--- src/pkg/cbb_pkg.sv ---
package cbb_pkg;

  localparam int CBB_ADDR_W = 16;
  localparam int CBB_DATA_W = 16;
  localparam int CBB_BYTE_W = 8;
  localparam int CBB_SEG_W = 7;
  localparam int CBB_STAT_W = 4;

  // Status code driven while no transaction is in progress (internal operation).
  localparam logic [CBB_STAT_W-1:0] CBB_STATUS_IDLE = 4'h0;
  localparam logic [CBB_SEG_W-1:0] CBB_SEG_RST = 7'h00;
  localparam logic [CBB_DATA_W-1:0] CBB_BUS_RST = 16'h0000;
  localparam logic [CBB_BYTE_W-1:0] CBB_BYTE_ZERO = 8'h00;

  // Upper half of the bus carries the even byte, lower half the odd byte.
  localparam int CBB_EVEN_LSB = 8;
  localparam int CBB_ODD_LSB = 0;

  // One transaction request from the user side.
  typedef struct packed {
    logic [CBB_SEG_W-1:0] seg;
    logic [CBB_STAT_W-1:0] status;
    logic [CBB_ADDR_W-1:0] addr;
    logic [CBB_DATA_W-1:0] wdata;
    logic write;
    logic byte_mode;
  } cbb_req_t;

  // Read answer to the user side.
  typedef struct packed {
    logic valid;
    logic [CBB_DATA_W-1:0] data;
  } cbb_resp_t;

  typedef enum logic [5:0] {
    CBB_ST_IDLE = 6'b000001,
    CBB_ST_SEG = 6'b000010,
    CBB_ST_T1 = 6'b000100,
    CBB_ST_T2 = 6'b001000,
    CBB_ST_TW = 6'b010000,
    CBB_ST_T3 = 6'b100000
  } cbb_state_t;

endpackage

--- src/verilog/cbb_byte_steer.sv ---
`timescale 1ns/1ps
module cbb_byte_steer #(
  parameter int DATA_W = 16,
  parameter int BYTE_W = 8
) (
  input wire logic clk_sys,
  input wire logic rst,
  input wire logic cap_valid,
  input wire logic byte_mode,
  input wire logic addr_lsb,
  input wire logic [DATA_W-1:0] word,
  output cbb_pkg::cbb_resp_t resp
);
  import cbb_pkg::*;

  if (DATA_W != 2 * BYTE_W || DATA_W != CBB_DATA_W) begin : g_chk
    $error("cbb_byte_steer: bus must be two bytes of the package width");
  end

  logic [DATA_W-1:0] data_d;

  // The memory always returns a whole word; the byte is chosen here.
  always_comb begin
    data_d = word;
    if (byte_mode) begin
      if (addr_lsb) begin
        data_d = {CBB_BYTE_ZERO, word[CBB_ODD_LSB +: BYTE_W]};
      end else begin
        data_d = {CBB_BYTE_ZERO, word[CBB_EVEN_LSB +: BYTE_W]};
      end
    end
  end

  always_ff @(posedge clk_sys or posedge rst) begin
    if (rst) begin
      resp <= '0;
    end else begin
      resp.valid <= cap_valid;
      if (cap_valid) begin
        resp.data <= data_d;
      end
    end
  end

  a_byte_pick: assert property (@(posedge clk_sys) disable iff (rst)
    cap_valid && byte_mode |=> resp.data == {CBB_BYTE_ZERO,
      (($past(addr_lsb)) ? $past(word[7:0]) : $past(word[15:8]))})
    else $error("byte read picked the wrong half of the bus");

endmodule

--- src/verilog/cbb_bus_master.sv ---
`timescale 1ns/1ps
// Contract
// - Byte read takes even upper, odd lower half.
// - Byte write duplicates byte on both halves.
// - Status held whole transaction; address withdrawn early.
// - Segment number valid cycle before transaction.
// - Read turns bus around, marked by data strobe.
// - Write replaces address with data, no turnaround.
// - Wait input sampled where flag is cleared.
// - Word transactions hold byte/word low.
module cbb_bus_master (
  input wire logic clk_sys,
  input wire logic rst,
  input wire logic req_valid,
  input cbb_pkg::cbb_req_t req,
  output logic req_ready,
  output cbb_pkg::cbb_resp_t resp,
  output logic address_strobe_n,
  output logic data_strobe_n,
  output logic memory_request_n,
  output logic read_write,
  output logic byte_word,
  output logic [cbb_pkg::CBB_STAT_W-1:0] transaction_status,
  output logic [cbb_pkg::CBB_SEG_W-1:0] segment_number,
  output logic [cbb_pkg::CBB_DATA_W-1:0] mux_addr_data_bus_out,
  output logic mux_addr_data_bus_oe,
  input wire logic [cbb_pkg::CBB_DATA_W-1:0] mux_addr_data_bus_in,
  input wire logic wait_n
);
  import cbb_pkg::*;

  cbb_state_t state_q;
  cbb_state_t state_d;
  cbb_req_t req_q;
  cbb_req_t req_d;
  logic wait_q;
  logic [CBB_DATA_W-1:0] bus_s1_q;
  logic [CBB_DATA_W-1:0] bus_s2_q;
  logic cap_q;
  logic active_d;
  logic drive_data_d;
  logic [CBB_DATA_W-1:0] wdata_bus;

  // The data pins come from outside the clock domain, so two flops each.
  // The wait flag runs on the inverted system clock, so it is of this domain and one
  // register suffices; a second one would push a one-wait request past the data cycle.
  always_ff @(posedge clk_sys or posedge rst) begin
    if (rst) begin
      wait_q <= 1'b1;
      bus_s1_q <= CBB_BUS_RST;
      bus_s2_q <= CBB_BUS_RST;
    end else begin
      wait_q <= wait_n;
      bus_s1_q <= mux_addr_data_bus_in;
      bus_s2_q <= bus_s1_q;
    end
  end

  always_comb begin
    state_d = state_q;
    req_d = req_q;
    unique case (state_q)
      CBB_ST_IDLE: begin
        if (req_valid) begin
          state_d = CBB_ST_SEG;
          req_d = req;
        end
      end
      CBB_ST_SEG: state_d = CBB_ST_T1;
      CBB_ST_T1: state_d = CBB_ST_T2;
      CBB_ST_T2: begin
        // The level registered at the end of the address cycle decides the first wait.
        state_d = wait_q ? CBB_ST_T3 : CBB_ST_TW;
      end
      CBB_ST_TW: begin
        state_d = wait_q ? CBB_ST_T3 : CBB_ST_TW;
      end
      CBB_ST_T3: state_d = CBB_ST_IDLE;
      default: state_d = CBB_ST_IDLE;
    endcase
  end

  always_ff @(posedge clk_sys or posedge rst) begin
    if (rst) begin
      state_q <= CBB_ST_IDLE;
      req_q <= '0;
    end else begin
      state_q <= state_d;
      req_q <= req_d;
    end
  end

  assign active_d = (state_d != CBB_ST_IDLE);
  assign drive_data_d = req_d.write &&
    (state_d == CBB_ST_T2 || state_d == CBB_ST_TW || state_d == CBB_ST_T3);
  // A byte write sends the low byte of the source on both halves.
  assign wdata_bus = req_d.byte_mode ?
    {req_d.wdata[CBB_BYTE_W-1:0], req_d.wdata[CBB_BYTE_W-1:0]} : req_d.wdata;

  // Strobes.
  always_ff @(posedge clk_sys or posedge rst) begin
    if (rst) begin
      address_strobe_n <= 1'b1;
      data_strobe_n <= 1'b1;
      memory_request_n <= 1'b1;
      req_ready <= 1'b0;
    end else begin
      address_strobe_n <= (state_d != CBB_ST_T1);
      data_strobe_n <= !(state_d == CBB_ST_T2 || state_d == CBB_ST_TW);
      memory_request_n <= !(active_d && state_d != CBB_ST_SEG);
      req_ready <= (state_d == CBB_ST_IDLE);
    end
  end

  // Transaction attributes stand from the segment cycle to the end.
  always_ff @(posedge clk_sys or posedge rst) begin
    if (rst) begin
      transaction_status <= CBB_STATUS_IDLE;
      segment_number <= CBB_SEG_RST;
      read_write <= 1'b1;
      byte_word <= 1'b0;
    end else begin
      transaction_status <= active_d ? req_d.status : CBB_STATUS_IDLE;
      segment_number <= active_d ? req_d.seg : CBB_SEG_RST;
      read_write <= active_d ? !req_d.write : 1'b1;
      byte_word <= active_d && req_d.byte_mode;
    end
  end

  // Address in the address cycle only; write data replaces it, reads release the bus.
  always_ff @(posedge clk_sys or posedge rst) begin
    if (rst) begin
      mux_addr_data_bus_out <= CBB_BUS_RST;
      mux_addr_data_bus_oe <= 1'b0;
    end else begin
      if (state_d == CBB_ST_T1) begin
        mux_addr_data_bus_out <= req_d.addr;
        mux_addr_data_bus_oe <= 1'b1;
      end else if (drive_data_d) begin
        mux_addr_data_bus_out <= wdata_bus;
        mux_addr_data_bus_oe <= 1'b1;
      end else begin
        mux_addr_data_bus_out <= CBB_BUS_RST;
        mux_addr_data_bus_oe <= 1'b0;
      end
    end
  end

  // Read data sampled while the strobe was low reaches the second flop one cycle after T3.
  always_ff @(posedge clk_sys or posedge rst) begin
    if (rst) begin
      cap_q <= 1'b0;
    end else begin
      cap_q <= (state_q == CBB_ST_T3) && !req_q.write;
    end
  end

  cbb_byte_steer #(
    .DATA_W(CBB_DATA_W),
    .BYTE_W(CBB_BYTE_W)
  ) u_steer (
    .clk_sys(clk_sys),
    .rst(rst),
    .cap_valid(cap_q),
    .byte_mode(req_q.byte_mode),
    .addr_lsb(req_q.addr[0]),
    .word(bus_s2_q),
    .resp(resp)
  );

  a_seg_lead: assert property (@(posedge clk_sys) disable iff (rst)
    $fell(address_strobe_n) |-> $stable(segment_number) && segment_number == req_q.seg)
    else $error("segment number not valid before the address strobe");

  a_status_hold: assert property (@(posedge clk_sys) disable iff (rst)
    !memory_request_n && !$fell(memory_request_n) |->
      $stable(transaction_status) && $stable(read_write) && $stable(byte_word))
    else $error("transaction attributes changed mid transaction");

  a_addr_release: assert property (@(posedge clk_sys) disable iff (rst)
    $rose(address_strobe_n) && read_write |-> !mux_addr_data_bus_oe ##1 !mux_addr_data_bus_oe)
    else $error("address still driven after the address strobe on a read");

  a_read_turn: assert property (@(posedge clk_sys) disable iff (rst)
    $rose(address_strobe_n) |-> !data_strobe_n and (read_write |-> !mux_addr_data_bus_oe))
    else $error("read turnaround not marked by the data strobe");

  a_byte_dup: assert property (@(posedge clk_sys) disable iff (rst)
    !data_strobe_n && !read_write && byte_word |->
      mux_addr_data_bus_out[15:8] == mux_addr_data_bus_out[7:0])
    else $error("byte write not duplicated on both halves");

  a_write_drive: assert property (@(posedge clk_sys) disable iff (rst)
    !read_write && !memory_request_n |-> mux_addr_data_bus_oe)
    else $error("bus released during a write");

  a_wait_hold: assert property (@(posedge clk_sys) disable iff (rst)
    state_q == CBB_ST_T2 && !wait_q |=> !data_strobe_n && state_q == CBB_ST_TW)
    else $error("wait request not honoured");

  a_wait_skip: assert property (@(posedge clk_sys) disable iff (rst)
    state_q == CBB_ST_T2 && wait_q |=> data_strobe_n && state_q == CBB_ST_T3)
    else $error("wait cycle inserted without a wait request");

  a_word_low: assert property (@(posedge clk_sys) disable iff (rst)
    !data_strobe_n && !req_q.byte_mode |-> !byte_word)
    else $error("byte/word high during a word transaction");

endmodule

--- config.mk ---
export PLATFORM = sky130hd
export DESIGN_NAME = cbb_bus_master
export DESIGN_NICKNAME = d
export VERILOG_FILES = /design/src/pkg/cbb_pkg.sv /design/src/verilog/cbb_byte_steer.sv /design/src/verilog/cbb_bus_master.sv
export SDC_FILE = /design/constraint.sdc
export NUM_CORES = 1
export LEC_CHECK = 0
export ABC_AREA = 0
export BUFFER_PORTS_ARGS = -buffer_cell sky130_fd_sc_hd__buf_2
export CAP_MARGIN = 20
export CORE_UTILIZATION = 40
export CTS_CLUSTER_DIAMETER = 120
export DETAILED_ROUTE_END_ITERATION = 6
export HOLD_SLACK_MARGIN = 0.05
export SYNTH_ARGS = -nofsm -noshare
export SYNTH_HDL_FRONTEND = slang
export SYNTH_HIERARCHICAL = 1
export SYNTH_SLANG_ARGS = --single-unit
--- constraint.sdc ---
create_clock -name clk_sys -period 7.48 [get_ports clk_sys]
set_clock_uncertainty 0.2 [all_clocks]
set_input_delay 0.748 -clock clk_sys [delete_from_list [all_inputs] [get_ports clk_sys]]
set_output_delay 0.748 -clock clk_sys [all_outputs]
set_load 0.05 [all_outputs]
Yosys cells after proc, flatten, opt, wreduce, memory -nomap -nowiden

Index checks and enable logic that the tools add are counted.

Register bits after elaboration: 136
Latch bits: 0
RAM bits: 0
Bits in read-only memories: 0
Input port bits: 65
Memories: 0

$add $sub $neg: 0
Multiply operators: 0
Divide/modulo/power cells: 0
Order comparisons: 0
Equal/unequal tests: 14
Shifts and indexed selects: 0
Multiplexer cells: 15
Bitwise operators: 0
Reductions and logical operators: 11

Operators with widths:

| kind                 | number |
|---|---|
| $mux W45             | 2 |
| $mux W16             | 4 |
| $pmux W6 S4          | 1 |
| $eq A6 B1 Y1 const B | 2 |
| $eq A6 B3 Y1 const B | 2 |
| $eq A6 B4 Y1 const B | 2 |
| $eq A6 B5 Y1 const B | 2 |
| $eq A6 B6 Y1 const B | 2 |
| $mux W6              | 2 |
| $mux W8              | 1 |
| $mux W7              | 1 |
| $eq A6 B2 Y1 const B | 1 |
| $ne A6 B1 Y1 const B | 1 |
| $ne A6 B2 Y1 const B | 1 |
| $ne A6 B3 Y1 const B | 1 |
| $logic_and A1 B1 Y1  | 4 |
| $logic_not A1 Y1     | 4 |
| $mux W4              | 1 |
| $mux W1              | 3 |
| $logic_or A1 B1 Y1   | 2 |
| $reduce_or A2 Y1     | 1 |

Longest topological paths before layout

Gate-level depths: netlist of the first run.

Depth after elaboration: 9
Gate-level depth with buffers: 7
Depth with buffers taken out: 4

Cells and area by module

Netlist of the first run, hierarchy kept.

By module, submodules not included:

| module         | times used | cells an instance | area each (um^2) | seq. area each (um^2) |
|---|---|---|---|---|
| cbb_bus_master | 1          | 264               | 4381.7           | 2985.4 |
| cbb_byte_steer | 1          | 68                | 783.3            | 425.4 |

Worst setup path before layout of the first run

OpenSTA, ideal clock, no wires.

Path type: register to register
Start point: reg state_q[2]
End point: reg mux_addr_data_bus_out[7] in the netlist's numbering
Setup time: 0.122 ns
Data arrival time: 2.059 ns
Required time: 7.158 ns
Slack: 5.100 ns
Cell stages (with the launch flop): 7
Buffers on the path: 2
Cells stage by stage: dfrtp_1 > buf_6 > or3_4 > nor4_4 > buf_6 > mux2_1 > a32o_1

RTL lines:

| element                | line                  | source |
|---|---|---|
| start, declared        | cbb_bus_master.sv:32  | `cbb_state_t state_q;` |
| start signal, assigned | cbb_bus_master.sv:88  | `state_q <= state_d;` |
| end signal, assigned   | cbb_bus_master.sv:137 | `mux_addr_data_bus_out <= req_d.addr;` |
| end signal, assigned   | cbb_bus_master.sv:140 | `mux_addr_data_bus_out <= wdata_bus;` |
| end, declared          | cbb_bus_master.sv:25  | `output logic [cbb_pkg::CBB_DATA_W-1:0] mux_addr_data_bus_out,` |

Final worst setup path of the first run

Start point: reg state_q[2]
End point: reg mux_addr_data_bus_out[6] in the netlist's numbering

Longest elaborated chain between the ends: 9
Elaborated cells on any way between the ends: 19
Those cells by class: eq/ne: 9; mux: 6; reduce/logical: 4

Ends and longest elaborated chain:

| element                                      | line                  | source |
|---|---|---|
| $eq A6 B5 Y1 or $eq A6 B4 Y1 (tied branches) | cbb_bus_master.sv:62  | `unique case (state_q)` |
| $reduce_or A2 Y1 (no source line)            | n/a                   |  |
| $pmux W6 S4                                  | cbb_bus_master.sv:62  |  |
| $eq A6 B4 Y1 or $eq A6 B5 Y1 (tied branches) | cbb_bus_master.sv:95  | `(state_d == CBB_ST_T2 \|\| state_d == CBB_ST_TW \|\| state_d == CBB_ST_T3);` |
| $logic_or A1 B1 Y1 (2 in a row)              | cbb_bus_master.sv:95  |  |
| $logic_and A1 B1 Y1                          | cbb_bus_master.sv:94  | `assign drive_data_d = req_d.write &&` |
| $mux W16                                     | cbb_bus_master.sv:139 | `end else if (drive_data_d) begin` |
| $mux W16 *                                   | cbb_bus_master.sv:136 | `if (state_d == CBB_ST_T1) begin` |

Every way passes the cells marked *; elsewhere a longest branch is shown, timed or not.
A chain may end at the register's enable or synchronous reset.

==> results of run 1 <==
## cell families (layout without fill, tap and decap cells)
logic type | after synthesis | after routing | share of synthesized area
AO/OA/AOI/OAI | 51 | 51 | 0.0879
XOR/XNOR | 3 | 3 | 0.00509
buffers and inverters | 29 | 159 | 0.0407
flip-flops | 136 | 136 | 0.660
multiplexers | 69 | 69 | 0.150
AND/OR/NAND/NOR | 44 | 44 | 0.0562
## metal layers
metal  global-route usage  up-vias  wire length, µm
met2                0.254       74             4840
met5                    0        -                0
li1                     -     1440                -
met3               0.0753        6              647
met1                0.204     1567             4550
met4               0.0538        0               75
## per-stage QoR
step           worst slack [ns]  cell area (µm²)  std cells  utilization
3_5_place_dp               3.89             5800        600        0.460
4_1_cts                    3.87             6400        632        0.507
3_3_place_gp               3.94             5800        600        0.460
6_report                   4.35             6440        634        0.510
2_1_floorplan              3.38             5160        332            -
5_1_grt                    4.21             6440        634        0.510
## synth_stat cells, drive strengths merged, types with 2 or more instances
master	count	area share
dfstp	6	0.031
o211ai	8	0.012
dfrtp	130	0.63
a22o	19	0.032
nand4b	8	0.014
mux2i	24	0.047
buf	18	0.033
mux2	45	0.10
nand2b	7	0.0085
clkbuf	4	0.0029
nor2b	2	0.0039
a32o	16	0.033
nor2	5	0.0036
nor4	2	0.0053
xor2	2	0.0034
nand2	11	0.0080
inv	6	0.0044
nor4b	2	0.0034
o21ai	3	0.0029
## worst max-delay path: stages, from the launching register on
cell and delay, ns:
dfrtp_1 0.46, or3_4 0.43, nor4_4 0.51, buf_4 0.66, mux2_4 0.47, a32o_1 0.29
## final cells by class
| cell class | instances | area [µm²] |
|---|---|---|
| tap | 172 | 215 |
| timing repair buffer | 120 | 637 |
| sequential | 136 | 3410 |
| fill | 1134 | 6180 |
| multi-input combinational | 167 | 1550 |
| clock inverter | 8 | 92.6 |
| inverter | 7 | 28.8 |
| clock buffer | 24 | 502 |
## worst max-delay path by stage
| stage | from | endpoint | cells after the start |
|---|---|---|---|
| after CTS | state_q[2] | mux_addr_data_bus_out[6] | 5 |
| after detailed placement | state_q[2] | mux_addr_data_bus_out[0] | 5 |
| final | state_q[2] | mux_addr_data_bus_out[6] | 5 |
| after global routing | state_q[2] | mux_addr_data_bus_out[4] | 5 |
| after floorplan | rst | bus_s1_q[0] | 1 |
| after global placement | state_q[2] | mux_addr_data_bus_out[4] | 5 |
## power by group
group	switching [mW]	leakage, nW	total, mW	internal, mW
registers	0.110	1.69	1.04	0.934
logic	0.438	1.13	0.728	0.290
clock network	0.286	0.296	0.818	0.532
## flip-flops by register name, indices dropped and copies added, names as in the netlist, 4 cells and up
register	cells
mux_addr_data_bus_out	16
req_q	45
segment_number	7
transaction_status	4
state_q	6
bus_s1_q	16
bus_s2_q	16
u_steer/resp	17
==> impl_metrics.tcl, run 1 <==
set metrics [dict create \
    area_growth_pct 24.6 \
    cts_buffer_depth 2 \
    final_cell_mix "130 x dfrtp_1, 115 x buf_2, 24 x mux2i_1" \
    core_area_um2 12600 \
    slew_violations 0 \
    fin_crit_ns 3.13 \
    fin_tns_setup_ns 0 \
    drive_gt1_frac 0.433 \
    final-setup-viol-count 0 \
    p_total_mw 2.59 \
    post_synth_num_cell_types 41 \
    die_x_um 116 \
    p_leak_nw 3.12 \
    dieArea_um2 13400 \
    hp-start "bus_s1_q[8]" \
    grt_overflow 0 \
    placementRows 41 \
    numCtsBuffers 17 \
    crit_arrival_ns 3.22 \
    seq_area_frac_synth 0.660 \
    critPathKind "register to register" \
    dpl.hpwl_um 6650 \
    period_share 0.419 \
    cp_data_required_time_ns 7.57 \
    ctsResizeCount 0 \
    layout.nets 514 \
    cts_root_buf "clkbuf_16" \
    cts_setup_buffers 0 \
    drt_wl_total_um 10100 \
    htree_levels 4 \
    rrSetupSlack_ns 4.35 \
    holdPathStages 0 \
    hold_violations 0 \
    drtAntennaViolNets 0 \
    drt_iter0_drc 131 \
    antenna_found_initial 0 \
    initial_utilization 0.409 \
    power_density_nw_per_um2 402 \
    reg2reg_from "state_q[2]" \
    wl_per_cell_um 16.0 \
    rr_worst_depth 5 \
    tightest_slew_ns 1.04 \
    cts_sinks 136 \
    cts.clk_slew.worst_paths_ns 0.06 \
    diodes 0 \
    synth_edf_count 0 \
    mostFrequentLayoutCell "dfrtp_1" \
    synthCells 332 \
    synth_fp_nets 397 \
    hold_end "bus_s2_q[8]" \
    ys_dominant_reg_cell "dfrtp_1" \
    ioPinCount 116 \
    fmax_mhz 319 \
    synthArstFlopShare 1.00 \
    grt_usage 0.164 \
    via_count 3087 \
    outcome "finished clean" \
    synth_area_um2 5160 \
    ys_seq_elements 136 \
    maxCapViolCount 0 \
    reg2reg_to "mux_addr_data_bus_out[6]" \
    crit_path_end_kind "register" \
    firstDrtPassIters 4 \
    grt_pass1_vias 3214 \
    portBuffers 115 \
    grt_setup_unrepaired "false" \
    yosysWarnings 6 \
    hp-class "register to register" \
    drc_errors 0 \
    clock_latency_ns 0.40 \
    dieHeight_um 116 \
    crit_path_max_fanout 48 \
    hold_slack_ns 0.144 \
    peakVddDrop_mv 0.243 \
    cp-start-kind "register" \
    grt_max_degree 85 \
    viasPerCell 4.87 \
    slew_headroom 0.308 \
    cts_hold_buf 0 \
    cts_tree "yes" \
    place_congestion 0.730 \
    post_synth.cell_area_avg_um2 15.6 \
    grt_pass1_wl_um 16200 \
]
Power figures use the tool's default switching activity.
==> inputs of run 2 (changes only) <==
clock period = 2.7 ns   (was 7.48 ns; I/O delays follow)
==> impl_metrics.tcl, run 2 (synthesis gave the netlist of run 1 again) <==
set metrics [dict create \
    final_cells 699 \
    antenna_found_initial 0 \
    tightest_slew_ns 0.759 \
    via_count 3413 \
    peakVddDrop_mv 0.544 \
    die_x_um 116 \
    initial_utilization 0.409 \
    power_density_nw_per_um2 1040 \
    cts_setup_buffers 0 \
    portBuffers 115 \
    drive_gt1_frac 0.389 \
    cp_data_required_time_ns 2.80 \
    wl_per_cell_um 16.1 \
    layout.nets 579 \
    grt_max_degree 89 \
    hold_violations 0 \
    drtAntennaViolNets 0 \
    cts.clk_slew.worst_paths_ns 0.06 \
    critPathKind "register to register" \
    maxCapViolCount 0 \
    clock_latency_ns 0.42 \
    p_leak_nw 3.39 \
    dieArea_um2 13400 \
    cts_buffer_depth 2 \
    final-setup-viol-count 0 \
    grt_setup_unrepaired "false" \
    slew_violations 0 \
    diodes 0 \
    grt_overflow 0 \
    rrSetupSlack_ns 0.20 \
    cts_sinks 136 \
    mostFrequentLayoutCell "dfrtp_1" \
    multiInputGateArea_um2 1550 \
    dieHeight_um 116 \
    outcome "finished clean" \
    period_share 0.928 \
    crit_path_max_fanout 21 \
    reg2reg_to "mux_addr_data_bus_out[7]" \
    drt_wl_total_um 11300 \
    grt_usage 0.182 \
    ioPinCount 116 \
    grt_pass1_vias 3517 \
    hp-class "register to register" \
    core_area_um2 12600 \
    dpl.hpwl_um 6990 \
    cts_root_buf "clkbuf_16" \
    dpl-instance-area_um2 5880 \
    fin_tns_setup_ns 0 \
    htree_levels 4 \
    final_cell_mix "130 x dfrtp_1, 115 x buf_2, 62 x dlygate4sd3_1" \
    crit_arrival_ns 2.60 \
    rr_worst_depth 5 \
    drt_iter0_drc 189 \
    reg2reg_from "state_q[2]" \
    drc_errors 0 \
    cp-start-kind "register" \
    top_register "req_q" \
    cp-endpoint "mux_addr_data_bus_out[7]" \
    final_core_util 0.563 \
    numCtsBuffers 17 \
    largest_register_ff_count 45 \
    slew_headroom 0.494 \
    fillers 1080 \
    top_regs "req_q: 45 flops, u_steer/resp: 17 flops" \
    fin_crit_ns 2.50 \
    place_congestion 0.775 \
    cts_tree "yes" \
    area_growth_pct 37.6 \
    place_inst 605 \
    cp-startpoint "state_q[2]" \
    fin_area_um2 7110 \
    viasPerCell 4.88 \
    seqCellArea_um2 3410 \
    crit_path_end_kind "register" \
    grt_pass1_wl_um 17800 \
    placementRows 41 \
    fmax_mhz 399 \
    firstDrtPassIters 4 \
]
run 2: changes by cell type in the layout (fill, tap and decap cells not counted), moves of 2 or more:
cell / previous run / this run
clkinvlp_4: 1 / 3
dlygate4sd3_1: 0 / 62
clkbuf_8: 5 / 2
buf_4: 3 / 5
clkbuf_1: 2 / 0
clkinv_4: 0 / 2
buf_12: 0 / 3
run 2: per-stage QoR:
stage | power (mW) | setup WS, ns | hold WS (ns)
6_report | 7.41 | 0.195 | 0.146
5_1_grt | 7.76 | 0.0848 | 0.144
4_1_cts | 7.46 | 0.186 | 0.146
3_5_place_dp | 5.03 | 0.203 | 0.135
3_3_place_gp | 4.96 | 0.257 | 0.134
2_1_floorplan | 4.57 | 0.320 | -0.00393
run 2: power by group:
group | leakage (nW) | total [mW] | switching, mW | internal, mW
Sequential | 1.69 | 2.88 | 0.288 | 2.59
Clock | 0.298 | 2.35 | 0.861 | 1.49
Combinational | 1.41 | 2.18 | 1.27 | 0.902
run 2: metal layers:
layer / vias up / GRT usage / wire length (µm)
met2: 117 / 0.293 / 5570
met3: 19 / 0.0664 / 638
met1: 1706 / 0.221 / 4860
met4: 0 / 0.0744 / 180
met5: - / 0 / 0
li1: 1571 / - / -
run 2: final cells by class:
type / instances / share of cell area
sequential: 136 / 0.480
multi-input combinational: 167 / 0.218
clock inverter: 13 / 0.0215
inverter: 7 / 0.00423
tap: 172 / 0.0303
clock buffer: 19 / 0.0637
timing repair buffer: 185 / 0.182
run 2: worst min-delay path by stage:
stage / end / start / cells past startpoint
2_1_floorplan: u_steer/resp[0] / rst / 1
3_3_place_gp: bus_s2_q[0] / bus_s1_q[0] / 0
3_5_place_dp: bus_s2_q[13] / bus_s1_q[13] / 0
4_1_cts: byte_word / req[0] / 2
5_1_grt: byte_word / req[0] / 2
6_report: bus_s2_q[11] / bus_s1_q[11] / 0
run 2: critical path, cell delays in order (launching register included):
cell and delay [ns]:
dfrtp_1 0.45, or3_4 0.43, nor4_4 0.45, buf_12 0.25, mux2_1 0.36, a32o_1 0.24
run 2: timing repair:
item,4_1_cts,5_1_grt
gates resized for setup,0,0
hold endpoints to repair,218,0
hold buffers,62,0
==> inputs of run 3 (changes only) <==
RECOVER_POWER = 50   (was unset)
==> impl_metrics.tcl, run 3 (synthesis gave the netlist of run 1 again) <==
set metrics [dict create \
    maxCapViolCount 0 \
    antenna_found_initial 0 \
    rrSetupSlack_ns 0.20 \
    drtAntennaViolNets 0 \
    clock_latency_ns 0.42 \
    peakVddDrop_mv 0.544 \
    cts_setup_buffers 0 \
    mostFrequentLayoutCell "dfrtp_1" \
    slew_headroom 0.187 \
    max_stage_delay_ns 0.45 \
    cp_cell_sequence "or3_4, nor4_4, buf_12, mux2_1, a32o_2" \
    fmax_mhz 400 \
    cts_tree "yes" \
    tightest_slew_ns 1.22 \
    fin_crit_ns 2.50 \
    grt_max_degree 89 \
    drt_wl_total_um 11200 \
    hold_end "bus_s2_q[11]" \
    place_congestion 0.775 \
    top_regs "req_q: 45 flops, u_steer/resp: 17 flops" \
    area_growth_pct 37.2 \
    dieHeight_um 116 \
    cp_data_required_time_ns 2.80 \
    ctsResizeCount 0 \
    largest_register_ff_count 45 \
    core_area_um2 12600 \
    drive_gt1_frac 0.387 \
    placementRows 41 \
    drt_iter0_drc 215 \
    cts.clk_slew.worst_paths_ns 0.06 \
    rr_worst_depth 5 \
    diodes 0 \
    grt_setup_unrepaired "false" \
    grt_overflow 0 \
    slew_violations 0 \
    outcome "finished clean" \
    dpl.hpwl_um 6990 \
    hold_violations 0 \
    fin_tns_setup_ns 0 \
    critPathKind "register to register" \
    htree_levels 4 \
    grt_pass1_vias 3517 \
    die_x_um 116 \
    cts_buffer_depth 2 \
    layout.nets 579 \
    dpl-instance-area_um2 5880 \
    via_count 3405 \
    holdPathStages 0 \
    reg2reg_from "state_q[2]" \
    crit_buf_inv 1 \
    grt_usage 0.182 \
    crit_path_max_fanout 21 \
    power_density_nw_per_um2 1040 \
    portBuffers 115 \
    drc_errors 0 \
    dieArea_um2 13400 \
    p_leak_nw 3.39 \
    hp-start "bus_s1_q[11]" \
    cp-start-kind "register" \
    crit_family "simple AND/OR/NAND/NOR gates" \
    numCtsBuffers 17 \
    slowest_stage "dfrtp_1" \
    initial_utilization 0.409 \
    viasPerCell 4.87 \
    wl_per_cell_um 16.0 \
    reg2reg_to "mux_addr_data_bus_out[15]" \
    firstDrtPassIters 4 \
    fin_area_um2 7090 \
    cts_sinks 136 \
    final-setup-viol-count 0 \
    cts_hold_buf 62 \
    crit_arrival_ns 2.60 \
    hp-class "register to register" \
    period_share 0.927 \
    cts_root_buf "clkbuf_16" \
    grt_pass1_wl_um 17800 \
    ioPinCount 116 \
    final_cell_mix "130 x dfrtp_1, 114 x buf_2, 62 x dlygate4sd3_1" \
    top_register "req_q" \
    crit_path_end_kind "register" \
]
==> run 3: routing by layer <==
metal / vias up / GRT usage / wire length, µm
li1: 1570 / - / -
met1: 1717 / 0.221 / 4800
met2: 104 / 0.293 / 5600
met3: 14 / 0.0664 / 659
met4: 0 / 0.0744 / 154
met5: - / 0 / 0
==> run 3: how the worst max path moves through the flow <==
stage                    start  slack [ns]  cells after the start                         to
floorplan           state_q[2]        0.32                      6   mux_addr_data_bus_out[7]
global placement    state_q[2]        0.26                      5   mux_addr_data_bus_out[7]
detailed placement  state_q[2]        0.20                      5  mux_addr_data_bus_out[13]
CTS                 state_q[2]        0.19                      5  mux_addr_data_bus_out[13]
global route        state_q[2]        0.08                      5  mux_addr_data_bus_out[12]
finish              state_q[2]        0.20                      5  mux_addr_data_bus_out[15]
==> run 3: cell type report <==
type,instances,area [µm²]
inverter,7,27.5
clock buffer,19,453
multi-input combinational,167,1550
clock inverter,13,153
tap,172,215
fill,1085,5530
timing repair buffer,185,1280
sequential,136,3410
==> run 3: through the flow <==
| stage | hold WS (ns) | utilization | total power, mW | cells | setup WS (ns) |
|---|---|---|---|---|---|
| after floorplan | -0.00393 | - | 4.57 | 332 | 0.320 |
| after global placement | 0.134 | 0.466 | 4.96 | 605 | 0.257 |
| after detailed placement | 0.135 | 0.466 | 5.03 | 605 | 0.203 |
| after CTS | 0.146 | 0.563 | 7.46 | 699 | 0.186 |
| after global routing | 0.144 | 0.562 | 7.76 | 699 | 0.0848 |
| final | 0.146 | 0.562 | 7.40 | 699 | 0.197 |
==> run 3: power by group <==
group,leakage [nW],switching [mW],internal [mW]
clock,0.298,0.857,1.49
combinational,1.40,1.27,0.899
sequential,1.69,0.288,2.59
==> run 3: worst reg2reg max path: cells and delay by family (launching register included) <==
family                 cells  cell delay (ns)
AO/OA/AOI/OAI              1             0.23
AND/OR/NAND/NOR            2             0.88
multiplexers               1             0.37
buffers and inverters      1             0.25
flip-flops                 1             0.45
